==> src/inc/oss_pkg.sv <==
// Constants and types for the session request sequencer
package oss_pkg;
  localparam int CLK_HZ = 20000000;
  localparam int DP_PULSE_US = 9000;
  localparam int DP_PULSE_CYC = DP_PULSE_US * (CLK_HZ / 1000000);
  localparam int NO_ANSWER_MS = 5500;
  localparam int NO_ANSWER_CYC = NO_ANSWER_MS * (CLK_HZ / 1000);
  localparam int SE0_IDLE_US = 2;
  localparam int SE0_IDLE_CYC = SE0_IDLE_US * (CLK_HZ / 1000000);
  localparam int DUR_W = 8;
  localparam int DUR_UNIT_CYC = 16;
  localparam int CNT_W = 32;
  localparam int IRQ_N = 4;
  localparam int IRQ_CHG = 0;
  localparam int IRQ_SEEN = 1;
  localparam int IRQ_DONE = 2;
  localparam int IRQ_NOANS = 3;
  typedef enum logic [2:0] {
    OSS_IDLE = 3'h0,
    OSS_SE0 = 3'h1,
    OSS_DPPU = 3'h3,
    OSS_VBPU = 3'h2,
    OSS_DISCH = 3'h6,
    OSS_WAIT = 3'h7
  } oss_state_t;
endpackage

==> src/hdl/oss_qual.sv <==
// Level qualifier: pulses once when the input stays high past a width
`timescale 1ns/1ns
`default_nettype none
module oss_qual #(
  parameter int W = 16
) (
  input wire logic core_clk_i,
  input wire logic rst_i,
  input wire logic ce_i,
  input wire logic lvl_i,
  input wire logic [W-1:0] min_i,
  output logic hit_o
);
  // One spare bit so the widest setting can still be exceeded
  logic [W:0] cnt_ff;
  logic done_ff;
  always_ff @(posedge core_clk_i) begin
    if (rst_i) begin
      cnt_ff <= '0;
      done_ff <= 1'b0;
      hit_o <= 1'b0;
    end else if (ce_i) begin
      hit_o <= 1'b0;
      if (!lvl_i) begin
        cnt_ff <= '0;
        done_ff <= 1'b0;
      end else if (!done_ff) begin
        if (cnt_ff > {1'b0, min_i}) begin
          hit_o <= 1'b1;
          done_ff <= 1'b1;
        end else begin
          cnt_ff <= cnt_ff + 1'b1;
        end
      end
    end else begin
      hit_o <= 1'b0;
    end
  end
endmodule
`default_nettype wire

==> src/hdl/oss_top.sv <==
// Session request sequencer: A-side detection and B-side generation
`timescale 1ns/1ns
`default_nettype none
module oss_top #(
  parameter int DP_PULSE_CYC = oss_pkg::DP_PULSE_CYC,
  parameter int NO_ANSWER_CYC = oss_pkg::NO_ANSWER_CYC,
  parameter int DUR_UNIT_CYC = oss_pkg::DUR_UNIT_CYC
) (
  input wire logic core_clk_i,
  input wire logic rst_i,
  input wire logic clk_en_i,
  input wire logic otg_logic_clock_en_i,
  input wire logic dplus_pin_i,
  input wire logic dminus_pin_i,
  input wire logic [oss_pkg::DUR_W-1:0] srp_min_pulse_width_i,
  input wire logic srp_dataline_detect_en_i,
  input wire logic detect_en_a_i,
  input wire logic a_session_valid_flag_i,
  input wire logic b_session_valid_flag_i,
  input wire logic vbus_valid_flag_i,
  input wire logic b_side_bus_request_i,
  input wire logic dplus_pullup_wr1_i,
  input wire logic [oss_pkg::DUR_W-1:0] vbus_pulse_duration_i,
  input wire logic vbus_pulldown_option_i,
  input wire logic [oss_pkg::IRQ_N-1:0] otg_irq_mask_i,
  input wire logic [oss_pkg::IRQ_N-1:0] irq_clear_i,
  output logic vbus_drive_request_o,
  input wire logic vbus_drive_clear_i,
  output logic dplus_pullup_request_o,
  output logic dminus_pullup_request_o,
  output logic vbus_pullup_request_o,
  output logic vbus_pulldown_request_o,
  output logic dev_vbus_active_o,
  output logic pu_ack_seen_o,
  output logic [oss_pkg::IRQ_N-1:0] irq_pending_o,
  output logic irq_o
);
  logic ce;
  logic dp_s1_ff, dp_s2_ff, dm_s1_ff, dm_s2_ff;
  logic dl_hit, vb_hit;
  logic [oss_pkg::IRQ_N-1:0] ev;
  oss_pkg::oss_state_t st_ff;
  logic [oss_pkg::CNT_W-1:0] cnt_ff;
  logic req_ff;

  function automatic logic [oss_pkg::CNT_W-1:0] dur_cyc(input logic [oss_pkg::DUR_W-1:0] d);
    dur_cyc = oss_pkg::CNT_W'((d + 1) * DUR_UNIT_CYC);
  endfunction

  assign ce = clk_en_i & otg_logic_clock_en_i;

  // Pin synchronisers
  always_ff @(posedge core_clk_i) begin
    if (rst_i) begin
      dp_s1_ff <= 1'b0;
      dp_s2_ff <= 1'b0;
      dm_s1_ff <= 1'b0;
      dm_s2_ff <= 1'b0;
    end else if (clk_en_i) begin
      dp_s1_ff <= dplus_pin_i;
      dp_s2_ff <= dp_s1_ff;
      dm_s1_ff <= dminus_pin_i;
      dm_s2_ff <= dm_s1_ff;
    end
  end

  oss_qual #(.W(oss_pkg::DUR_W)) u_dl (
    .core_clk_i(core_clk_i),
    .rst_i(rst_i),
    .ce_i(ce && srp_dataline_detect_en_i),
    .lvl_i(dp_s2_ff | dm_s2_ff),
    .min_i(srp_min_pulse_width_i),
    .hit_o(dl_hit)
  );

  oss_qual #(.W(oss_pkg::DUR_W)) u_vb (
    .core_clk_i(core_clk_i),
    .rst_i(rst_i),
    .ce_i(ce && detect_en_a_i),
    .lvl_i(a_session_valid_flag_i),
    .min_i(srp_min_pulse_width_i),
    .hit_o(vb_hit)
  );

  // VBUS drive request from A-side detection
  always_ff @(posedge core_clk_i) begin
    if (rst_i) begin
      vbus_drive_request_o <= 1'b0;
    end else if (ce) begin
      if (dl_hit || vb_hit) begin
        vbus_drive_request_o <= 1'b1;
      end else if (vbus_drive_clear_i) begin
        vbus_drive_request_o <= 1'b0;
      end
    end
  end

  // B-side generation sequencer
  always_ff @(posedge core_clk_i) begin
    if (rst_i) begin
      st_ff <= oss_pkg::OSS_IDLE;
      cnt_ff <= '0;
      dplus_pullup_request_o <= 1'b0;
      vbus_pullup_request_o <= 1'b0;
      vbus_pulldown_request_o <= 1'b0;
      ev <= '0;
    end else if (ce) begin
      ev <= '0;
      if (dl_hit || vb_hit) begin
        ev[oss_pkg::IRQ_CHG] <= 1'b1;
        ev[oss_pkg::IRQ_SEEN] <= 1'b1;
      end
      cnt_ff <= cnt_ff + 1'b1;
      unique case (st_ff)
        oss_pkg::OSS_IDLE: begin
          cnt_ff <= '0;
          if (req_ff && b_session_valid_flag_i) begin
            st_ff <= oss_pkg::OSS_SE0;
          end
        end
        oss_pkg::OSS_SE0: begin
          if (dp_s2_ff || dm_s2_ff) begin
            cnt_ff <= '0;
          end else if (cnt_ff >= oss_pkg::CNT_W'(oss_pkg::SE0_IDLE_CYC - 1)) begin
            dplus_pullup_request_o <= 1'b1;
            ev[oss_pkg::IRQ_CHG] <= 1'b1;
            cnt_ff <= '0;
            st_ff <= oss_pkg::OSS_DPPU;
          end
        end
        oss_pkg::OSS_DPPU: begin
          if (cnt_ff >= oss_pkg::CNT_W'(DP_PULSE_CYC - 1)) begin
            dplus_pullup_request_o <= 1'b0;
            vbus_pullup_request_o <= 1'b1;
            ev[oss_pkg::IRQ_CHG] <= 1'b1;
            cnt_ff <= '0;
            st_ff <= oss_pkg::OSS_VBPU;
          end
        end
        oss_pkg::OSS_VBPU: begin
          if (cnt_ff >= dur_cyc(vbus_pulse_duration_i) - 1'b1) begin
            vbus_pullup_request_o <= 1'b0;
            vbus_pulldown_request_o <= vbus_pulldown_option_i;
            ev[oss_pkg::IRQ_CHG] <= 1'b1;
            cnt_ff <= '0;
            st_ff <= oss_pkg::OSS_DISCH;
          end
        end
        oss_pkg::OSS_DISCH: begin
          if (cnt_ff >= dur_cyc(vbus_pulse_duration_i) - 1'b1) begin
            ev[oss_pkg::IRQ_DONE] <= 1'b1;
            if (vbus_pulldown_request_o) begin
              vbus_pulldown_request_o <= 1'b0;
              ev[oss_pkg::IRQ_CHG] <= 1'b1;
            end
            cnt_ff <= '0;
            st_ff <= oss_pkg::OSS_WAIT;
          end
        end
        oss_pkg::OSS_WAIT: begin
          if (vbus_valid_flag_i) begin
            st_ff <= oss_pkg::OSS_IDLE;
          end else if (cnt_ff >= oss_pkg::CNT_W'(NO_ANSWER_CYC - 1)) begin
            ev[oss_pkg::IRQ_NOANS] <= 1'b1;
            st_ff <= oss_pkg::OSS_IDLE;
          end
        end
        default: st_ff <= oss_pkg::OSS_IDLE;
      endcase
    end else if (clk_en_i) begin
      // Events already handed to the flags must not be applied again
      ev <= '0;
    end
  end

  // Bus request latch, consumed when the sequence starts
  always_ff @(posedge core_clk_i) begin
    if (rst_i) begin
      req_ff <= 1'b0;
    end else if (ce) begin
      if (b_side_bus_request_i) begin
        req_ff <= 1'b1;
      end else if (st_ff != oss_pkg::OSS_IDLE) begin
        req_ff <= 1'b0;
      end
    end
  end

  // Handshake acknowledge and device-side VBUS view
  always_ff @(posedge core_clk_i) begin
    if (rst_i) begin
      pu_ack_seen_o <= 1'b0;
      dev_vbus_active_o <= 1'b0;
      dminus_pullup_request_o <= 1'b0;
    end else if (ce) begin
      pu_ack_seen_o <= dplus_pullup_wr1_i;
      dev_vbus_active_o <= b_session_valid_flag_i;
      dminus_pullup_request_o <= 1'b0;
    end
  end

  // Sticky pending flags, set wins over clear
  always_ff @(posedge core_clk_i) begin
    if (rst_i) begin
      irq_pending_o <= '0;
      irq_o <= 1'b0;
    end else if (clk_en_i) begin
      irq_pending_o <= (irq_pending_o & ~irq_clear_i) | ev;
      irq_o <= |(((irq_pending_o & ~irq_clear_i) | ev) & otg_irq_mask_i);
    end
  end
endmodule
`default_nettype wire

==> config.mk <==
export PLATFORM = sky130hd
export DESIGN_NAME = oss_top
export DESIGN_NICKNAME = d
export VERILOG_FILES = /design/src/inc/oss_pkg.sv /design/src/hdl/oss_qual.sv /design/src/hdl/oss_top.sv
export SDC_FILE = /design/constraint.sdc
export NUM_CORES = 1
export LEC_CHECK = 0
export BUFFER_PORTS_ARGS = -buffer_cell sky130_fd_sc_hd__buf_4
export CORE_ASPECT_RATIO = 1.5
export CORE_MARGIN = 5
export CORE_UTILIZATION = 40
export DETAILED_ROUTE_END_ITERATION = 8
export GPL_TIMING_DRIVEN = 0
export HOLD_SLACK_MARGIN = 0.03
export PLACE_DENSITY = 0.67
export SYNTH_ARGS = -nofsm -noshare
export SYNTH_HDL_FRONTEND = slang
export SYNTH_HIERARCHICAL = 1
export SYNTH_SLANG_ARGS = --single-unit
==> constraint.sdc <==
create_clock -name core_clk_i -period 9.3 [get_ports core_clk_i]
set_input_delay 0.93 -clock core_clk_i [delete_from_list [all_inputs] [get_ports core_clk_i]]
set_output_delay 0.93 -clock core_clk_i [all_outputs]
set_load 0.02 [all_outputs]
==> results of run 1 <==
==> synth_stat cells, drive strengths merged (2+ instances only) <==
| master | number |
|---|---|
| mux2i | 9 |
| a2111o | 2 |
| nand2 | 71 |
| buf | 9 |
| a21o | 11 |
| or2 | 3 |
| inv | 33 |
| or4 | 6 |
| a31o | 6 |
| nor4 | 7 |
| o2111ai | 2 |
| o31ai | 5 |
| o21a | 4 |
| or3b | 2 |
| a2111oi | 2 |
| a211o | 3 |
| ha | 48 |
| or3 | 7 |
| o21ai | 18 |
| o221ai | 3 |
| xor2 | 21 |
| nor3 | 15 |
| and4b | 2 |
| and4 | 2 |
| and3 | 14 |
| a21oi | 35 |
| nor2b | 8 |
| clkbuf | 18 |
| nor2 | 45 |
| nand4 | 30 |
| o311ai | 2 |
| a22oi | 5 |
| a31oi | 4 |
| and2 | 7 |
| dfxtp | 77 |
| a211oi | 32 |
| nand2b | 10 |
| nand3 | 42 |
| xnor2 | 18 |
| o211ai | 10 |
==> report_power, final <==
part,switching [mW],total [mW],internal [mW]
sequential,0.00161,0.334,0.332
combinational,0.0434,0.0712,0.0278
clock,0.143,0.385,0.242
==> worst register-to-register path, stage by stage, from the launching register on <==
cell and delay (ns):
sky130_fd_sc_hd__dfxtp_1 0.33, sky130_fd_sc_hd__clkbuf_1 0.31, sky130_fd_sc_hd__nand3_1 0.17, sky130_fd_sc_hd__or4_1 0.48
sky130_fd_sc_hd__clkbuf_1 0.19, sky130_fd_sc_hd__nor3_1 0.55, sky130_fd_sc_hd__nand3_1 0.17, sky130_fd_sc_hd__xor2_1 0.18
sky130_fd_sc_hd__a211oi_2 0.18
==> path summary, 6_finish.rpt <==
| check | start | slack, ns | to | cells past startpoint |
|---|---|---|---|---|
| max | vbus_pulse_duration_i[0] | 4.37 | cnt_ff[15] | 13 |
| min | pu_ack_seen_o | 0.46 | pu_ack_seen_o | 2 |
| max reg2reg | cnt_ff[15] | 6.67 | cnt_ff[24] | 8 |
| min reg2reg | pu_ack_seen_o | 0.46 | pu_ack_seen_o | 2 |
==> registers in the layout (all words and copies together) (netlist names), 3 cells and up <==
name           flops
u_vb/cnt_ff        9
cnt_ff            32
u_dl/cnt_ff        9
irq_pending_o      4
st_ff              3
ev                 4
==> area by class of cell <==
type	instances	area [um2]
plain buffers	27	145.1
clock buffers	10	239.0
clock inverters	6	86.33
fillers	1336	7107
inverters	33	123.9
multi-input cells	524	3727
flip-flops and latches	77	1541
well taps	162	202.7
repair buffers	48	360.3
==> logic make-up (layout without fill, tap and decap cells) <==
logic type      after synthesis  in the layout  synth area share
fa+ha+maj                    48             48            0.1085
buf+inv                      60            124           0.04858
mux                           9              9           0.01627
flops                        77             77            0.2784
simple gates                275            275            0.2587
other cells                   1              1         0.0006772
xor+xnor                     39             39           0.06168
compound gates              152            152            0.2273
==> through the flow <==
| step | power, mW | hold slack, ns | instance area, um2 | util |
|---|---|---|---|---|
| 6_report | 0.7898 | 0.4607 | 6426 | 0.4749 |
| 5_1_grt | 0.8191 | 0.4986 | 6426 | 0.4749 |
| 4_1_cts | 0.7986 | 0.4654 | 6426 | 0.4749 |
| 3_5_place_dp | 0.4120 | 0.4564 | 6101 | 0.4508 |
| 3_3_place_gp | 0.4088 | 0.4501 | 6101 | 0.4508 |
| 2_1_floorplan | 0.3818 | 0.4450 | 5538 | - |
==> metal layers <==
layer | global-route usage | share of wire
met3 | 0.02643 | 0.038
met2 | 0.3662 | 0.55
met4 | 0.07963 | 0.031
met1 | 0.1961 | 0.38
met5 | 0 | 0
==> impl_metrics.env, run 1 <==
export IMPL_number_of_cell_rows=52
export IMPL_final_setup_worst_slack_ns=4.372
export IMPL_synth_top_area_cell="sky130_fd_sc_hd__dfxtp_1"
export IMPL_drtIter0Drc=257
export IMPL_layout_cells_most_common_list="sky130_fd_sc_hd__dfxtp_1, sky130_fd_sc_hd__nand2_1, sky130_fd_sc_hd__buf_4"
export IMPL_layout_drive_gt1_share=0.1738
export IMPL_timing_critical_path_max_delay_family="simple AND/OR/NAND/NOR gates"
export IMPL_design_die_area_um2=16350
export IMPL_clockRootBuffer="sky130_fd_sc_hd__clkbuf_16"
export IMPL_number_of_enable_type_register_cells_in_the_synthesized_netlist=0
export IMPL_placed_cells=871
export IMPL_synthArstFlopShare=0
export IMPL_yosys_top_cells_area="sky130_fd_sc_hd__dfxtp_1, sky130_fd_sc_hd__ha_1, sky130_fd_sc_hd__a211oi_2"
export IMPL_totalNegativeSetupSlack_ns=0
export IMPL_detailroute_via_count=5189
export IMPL_worst_endpoint_arrival_ns=5.11
export IMPL_final_max_slew_violation_count=0
export IMPL_crit_path_max_incr_delay_ns=0.85
export IMPL_ys_seq_area_frac=0.2784
export IMPL_grt_pass1_wl_mm=25.37
export IMPL_final_period_minus_worst_setup_slack_ns=4.928
export IMPL_die_h_um=154.1
export IMPL_postCtsSetupBuffers=0
export IMPL_fp_dieW_um=106.1
export IMPL_critical_path_endpoint_type="flop"
export IMPL_hpwl_mm=11.79
export IMPL_drcViolationCount=0
export IMPL_post_place_ws_ns=4.050
export IMPL_layout_area_overhead_vs_synth_pct=16.04
export IMPL_clk_pin_slew_worst_paths_ns=0.06
export IMPL_design_core_area_um2=13530
export IMPL_cts_hold_buffers=0
export IMPL_netlist_area_um2=5538
export IMPL_slew_limit_headroom=0.3601
export IMPL_synth_avg_cell_area_um2=8.378
export IMPL_cts_made_buffers=9
export IMPL_globalRoute_totalOverflow=0
export IMPL_count_of_cell_types_in_the_netlist=69
export IMPL_synth_net_count=748
export IMPL_ys_seq_elements=77
export IMPL_route_final_wire_length_mm=15.09
export IMPL_cap_violations=0
export IMPL_fin_nets=807
export IMPL_cts_tree="built"
export IMPL_finalWeightedCongestion=0.9356
export IMPL_antenna_diode_count=0
export IMPL_grt_pass1_vias=5433
export IMPL_cell_by_cell_listing_of_the_critical_path="buf_4 -> ha_1 -> and2_1 -> a21oi_1 -> o31ai_1 -> nand4_1 -> ha_1 -> nand4_1 -> nor4_1 -> o311a_1 -> o21ba_4 -> buf_6 -> a211oi_2"
export IMPL_start_util=0.4092
export IMPL_max_clock_freq_mhz=202.9
export IMPL_final_instance_count_excl_fill=887
export IMPL_ctsLongestPathBuffers=2
export IMPL_synth_flop_cell="sky130_fd_sc_hd__dfxtp_1"
export IMPL_worst_slew_pin_slew_ns=0.9571
export IMPL_timing_final_hold_violations=0
export IMPL_grt_max_degree=20
export IMPL_critical_path_slowest_cell="sky130_fd_sc_hd__nand4_1"
export IMPL_htree_num_levels=3
export IMPL_ctsResizeCount=0
export IMPL_drt_vias_per_instance=5.850
export IMPL_antenna_violations_before_repair=0
export IMPL_port_buffers=48
export IMPL_io_pins=51
export IMPL_power_density_cell_area_nw_per_um2=122.9
export IMPL_cts_num_sinks=77
export IMPL_drt_pass1_iter_count=5
export IMPL_grt_total_usage=0.1876
export IMPL_crit_fanout=19
export IMPL_rsz0062_at_grt="no"
export IMPL_critical_path_n_buffers_inverters=2
export IMPL_yosys_warnings=6
export IMPL_cp_required_ns=9.49
export IMPL_clk_latency_ns=0.34
export IMPL_synth_top_area_frac=0.2784
export IMPL_critical_path_startpoint_type="input port"
export IMPL_final_common_cell="sky130_fd_sc_hd__dfxtp_1"
export IMPL_netlist_instances=661
export IMPL_p_leak_nw=2.561
export IMPL_peakVddDrop_v=0.00009754
export IMPL_final_setup_skew_ns=0.01124
export IMPL_crit_type="in2reg"
export IMPL_post_drt_wl_per_cell_um=17.02
export IMPL_period_share=0.5299
export IMPL_setup_viol_count_final=0
export IMPL_timing_hold_worst_class="reg2reg"
export IMPL_result_of_the_run="completed"
export IMPL_drtAntennaViolNets=0
Note: power is estimated with default switching activity, not from simulation.
==> run 2: changes to the inputs <==
--- a/config.mk
+++ b/config.mk
@@ -5,6 +5,7 @@
 export SDC_FILE = /design/constraint.sdc
 export NUM_CORES = 1
 export LEC_CHECK = 0
+export ABC_AREA = 1
 export BUFFER_PORTS_ARGS = -buffer_cell sky130_fd_sc_hd__buf_4
 export CORE_ASPECT_RATIO = 1.5
 export CORE_MARGIN = 5
@@ -12,7 +13,7 @@
 export DETAILED_ROUTE_END_ITERATION = 8
 export GPL_TIMING_DRIVEN = 0
 export HOLD_SLACK_MARGIN = 0.03
-export PLACE_DENSITY = 0.67
+export PLACE_DENSITY = 0.69
 export SYNTH_ARGS = -nofsm -noshare
 export SYNTH_HDL_FRONTEND = slang
 export SYNTH_HIERARCHICAL = 1
==> constraint.sdc (replaced) <==
create_clock -name core_clk_i -period 4.3 [get_ports core_clk_i]
set_input_delay 0.43 -clock core_clk_i [delete_from_list [all_inputs] [get_ports core_clk_i]]
set_output_delay 0.43 -clock core_clk_i [all_outputs]
set_load 0.02 [all_outputs]
==> impl_metrics.env, run 2 <==
export IMPL_result_of_the_run="completed"
export IMPL_worst_slew_pin_slew_ns=0.5354
export IMPL_biggest_register="cnt_ff"
export IMPL_finalWeightedCongestion=0.9261
export IMPL_crit_type="in2reg"
export IMPL_ys_seq_area_frac=0.2637
export IMPL_cp_required_ns=4.52
export IMPL_postLayoutCellArea_um2=6804
export IMPL_count_of_cell_types_in_the_netlist=45
export IMPL_layout_area_overhead_vs_synth_pct=16.40
export IMPL_synth_top_area_frac=0.2637
export IMPL_io_pins=51
export IMPL_grt_pass1_vias=5706
export IMPL_synth_avg_cell_area_um2=6.495
export IMPL_yosys_warnings=6
export IMPL_grt_pass1_wl_mm=25.52
export IMPL_synthArstFlopShare=0
export IMPL_cell_by_cell_listing_of_the_critical_path="buf_4 -> ha_1 -> nand2_1 -> inv_1 -> nand2_1 -> xor2_1 -> nand3_1 -> nor2_1 -> nand4_1 -> buf_4 -> ha_1 -> nand2_1 -> nor2_1 -> nand4_1 -> nor2_1 -> nand2_1 -> nand3_1 -> nand3_4 -> nand2_1 -> nor2_1"
export IMPL_ctsLongestPathBuffers=2
export IMPL_timing_critical_path_max_delay_family="simple AND/OR/NAND/NOR gates"
export IMPL_rsz0062_at_grt="no"
export IMPL_slew_limit_headroom=0.6431
export IMPL_number_of_cell_rows=54
export IMPL_antenna_violations_before_repair=0
export IMPL_regToRegStartpoint="cnt_ff[30]"
export IMPL_final_period_minus_worst_setup_slack_ns=3.462
export IMPL_final_setup_skew_ns=0.005986
export IMPL_critical_path_endpoint_type="flop"
export IMPL_timing_final_hold_violations=0
export IMPL_critical_path_n_buffers_inverters=3
export IMPL_min_from="dminus_pin_i"
export IMPL_ys_top_cells_by_count="sky130_fd_sc_hd__nand2_1, sky130_fd_sc_hd__inv_1, sky130_fd_sc_hd__nor2_1"
export IMPL_design_core_area_um2=14460
export IMPL_max_clock_freq_mhz=288.8
export IMPL_critical_path_most_common_cell="sky130_fd_sc_hd__nand2_1"
export IMPL_design_die_area_um2=17180
export IMPL_crit_fanout=14
export IMPL_timing_hold_worst_class="in2reg"
export IMPL_cts_made_buffers=9
export IMPL_clockRootBuffer="sky130_fd_sc_hd__clkbuf_16"
export IMPL_cap_violations=0
export IMPL_yosys_top_cells_area="sky130_fd_sc_hd__dfxtp_1, sky130_fd_sc_hd__nand2_1, sky130_fd_sc_hd__ha_1"
export IMPL_globalRoute_totalOverflow=0
export IMPL_netlist_instances=900
export IMPL_post_drt_wl_per_cell_um=12.83
export IMPL_cts_num_sinks=77
export IMPL_worst_endpoint_arrival_ns=3.69
export IMPL_netlist_area_um2=5846
export IMPL_drt_vias_per_instance=4.924
export IMPL_p_leak_nw=3.399
export IMPL_clk_pin_slew_worst_paths_ns=0.06
export IMPL_die_h_um=158.1
export IMPL_number_of_enable_type_register_cells_in_the_synthesized_netlist=0
export IMPL_setup_worst_path_end="cnt_ff[31]"
export IMPL_synth_net_count=987
export IMPL_overall_power_mw=1.753
export IMPL_crit_cells=20
export IMPL_crit_path_max_incr_delay_ns=0.31
export IMPL_r2r_end="cnt_ff[31]"
export IMPL_htree_num_levels=3
export IMPL_placed_area_um2=6459
export IMPL_setup_reg_to_reg_worst_slack_ns=2.11
export IMPL_power_density_cell_area_nw_per_um2=257.7
export IMPL_grt_max_degree=15
export IMPL_synth_top_area_cell="sky130_fd_sc_hd__dfxtp_1"
export IMPL_largest_register_ff_count=32
export IMPL_peakVddDrop_v=0.0001739
export IMPL_ys_seq_elements=77
export IMPL_critical_path_slowest_cell="sky130_fd_sc_hd__ha_1"
export IMPL_cts_tree="built"
export IMPL_timing_critical_path_from="vbus_pulse_duration_i[0]"
export IMPL_antenna_diode_count=0
export IMPL_drtAntennaViolNets=0
export IMPL_fin_nets=1051
export IMPL_start_util=0.4043
export IMPL_fp_dieW_um=108.7
export IMPL_synth_flop_cell="sky130_fd_sc_hd__dfxtp_1"
export IMPL_drcViolationCount=0
export IMPL_final_common_cell="sky130_fd_sc_hd__nand2_1"
export IMPL_setup_viol_count_final=0
export IMPL_layout_drive_gt1_share=0.1467
export IMPL_period_share=0.8051
export IMPL_route_final_wire_length_mm=14.93
export IMPL_drtIter0Drc=190
export IMPL_layout_core_utilization=0.4706
export IMPL_clk_latency_ns=0.34
export IMPL_critical_path_startpoint_type="input port"
export IMPL_detailroute_via_count=5731
export IMPL_final_max_slew_violation_count=0
export IMPL_hpwl_mm=11.98
export IMPL_reg_top3="cnt_ff: 32 flops, u_dl/cnt_ff: 9 flops, u_vb/cnt_ff: 9 flops"
export IMPL_drt_pass1_iter_count=4
export IMPL_port_buffers=49
export IMPL_synth_most_common_cell="sky130_fd_sc_hd__nand2_1"
export IMPL_reg2reg_depth=10
export IMPL_grt_total_usage=0.1857
export IMPL_layout_cells_most_common_list="sky130_fd_sc_hd__nand2_1, sky130_fd_sc_hd__inv_1, sky130_fd_sc_hd__nor2_1"
==> run 2: metal layers <==
metal  vias to the layer above  routed length, um  global-route usage
met1                      2607               5759              0.1810
met3                        38                502             0.03386
met4                         0                480             0.07942
met5                         -                  0                   0
met2                       101               8189              0.3714
li1                       2985                  -                   -
==> run 2: stage by stage <==
stage | hold WS, ns | setup TNS (ns) | setup slack [ns] | std cells
after floorplan | 0.4320 | 0 | 0.7883 | 900
after global placement | 0.4471 | -5.803 | -0.2307 | 1145
after detailed placement | 0.4555 | -10.20 | -0.3527 | 1145
after CTS | 0.3060 | 0 | 0.8249 | 1164
after global routing | 0.3355 | 0 | 0.5185 | 1164
final | 0.3170 | 0 | 0.8379 | 1164
==> run 2: cells by family after synthesis <==
group                    count (synthesis)  share of synthesized area
buffers and inverters                  159                     0.1068
AND/OR/NAND/NOR                        490                     0.3893
adder cells (fa/ha/maj)                 48                     0.1027
AO/OA/AOI/OAI                           94                    0.09032
XOR/XNOR                                31                    0.04645
other                                    1                  0.0006415
flip-flops                              77                     0.2637
==> run 2: area by class of cell <==
| class | count | area (um2) |
|---|---|---|
| clock buffer | 11 | 242.7 |
| multi-input combinational | 664 | 3680 |
| fill | 1574 | 7655 |
| buffer | 15 | 83.83 |
| sequential | 77 | 1541 |
| timing repair buffer | 53 | 397.9 |
| clock inverter | 4 | 72.57 |
| inverter | 144 | 540.5 |
| tap | 196 | 245.2 |
==> run 2: worst min path at each step <==
stage / endpoint / slack (ns) / depth (start not counted)
floorplan: u_dl/cnt_ff[8] / 0.43 / 2
global placement: u_vb/cnt_ff[8] / 0.45 / 2
detailed placement: req_ff / 0.46 / 2
CTS: dm_s1_ff / 0.31 / 3
global route: dm_s1_ff / 0.34 / 3
finish: dm_s1_ff / 0.32 / 3
==> run 2: repair_timing <==
| item | 4_1_cts | 5_1_grt |
|---|---|---|
| setup endpoints to repair | 2 | 0 |
| hold buffers | 0 | 0 |
| setup buffers | 4 | 0 |
| gates resized for setup | 0 | 0 |
==> run 2: power by group <==
| part | total, mW | internal (mW) | switching (mW) |
|---|---|---|---|
| sequential | 0.736 | 0.726 | 0.00983 |
| clock | 0.811 | 0.520 | 0.291 |
| combinational | 0.206 | 0.0790 | 0.127 |
| total | 1.75 | 1.32 | 0.428 |
==> run 2: worst register-to-register path, delay by kind of cell (launching register included) <==
| kind | cells | cell delay (ns) |
|---|---|---|
| simple gates | 9 | 1.43 |
| flops | 1 | 0.36 |
| fa+ha+maj | 1 | 0.29 |
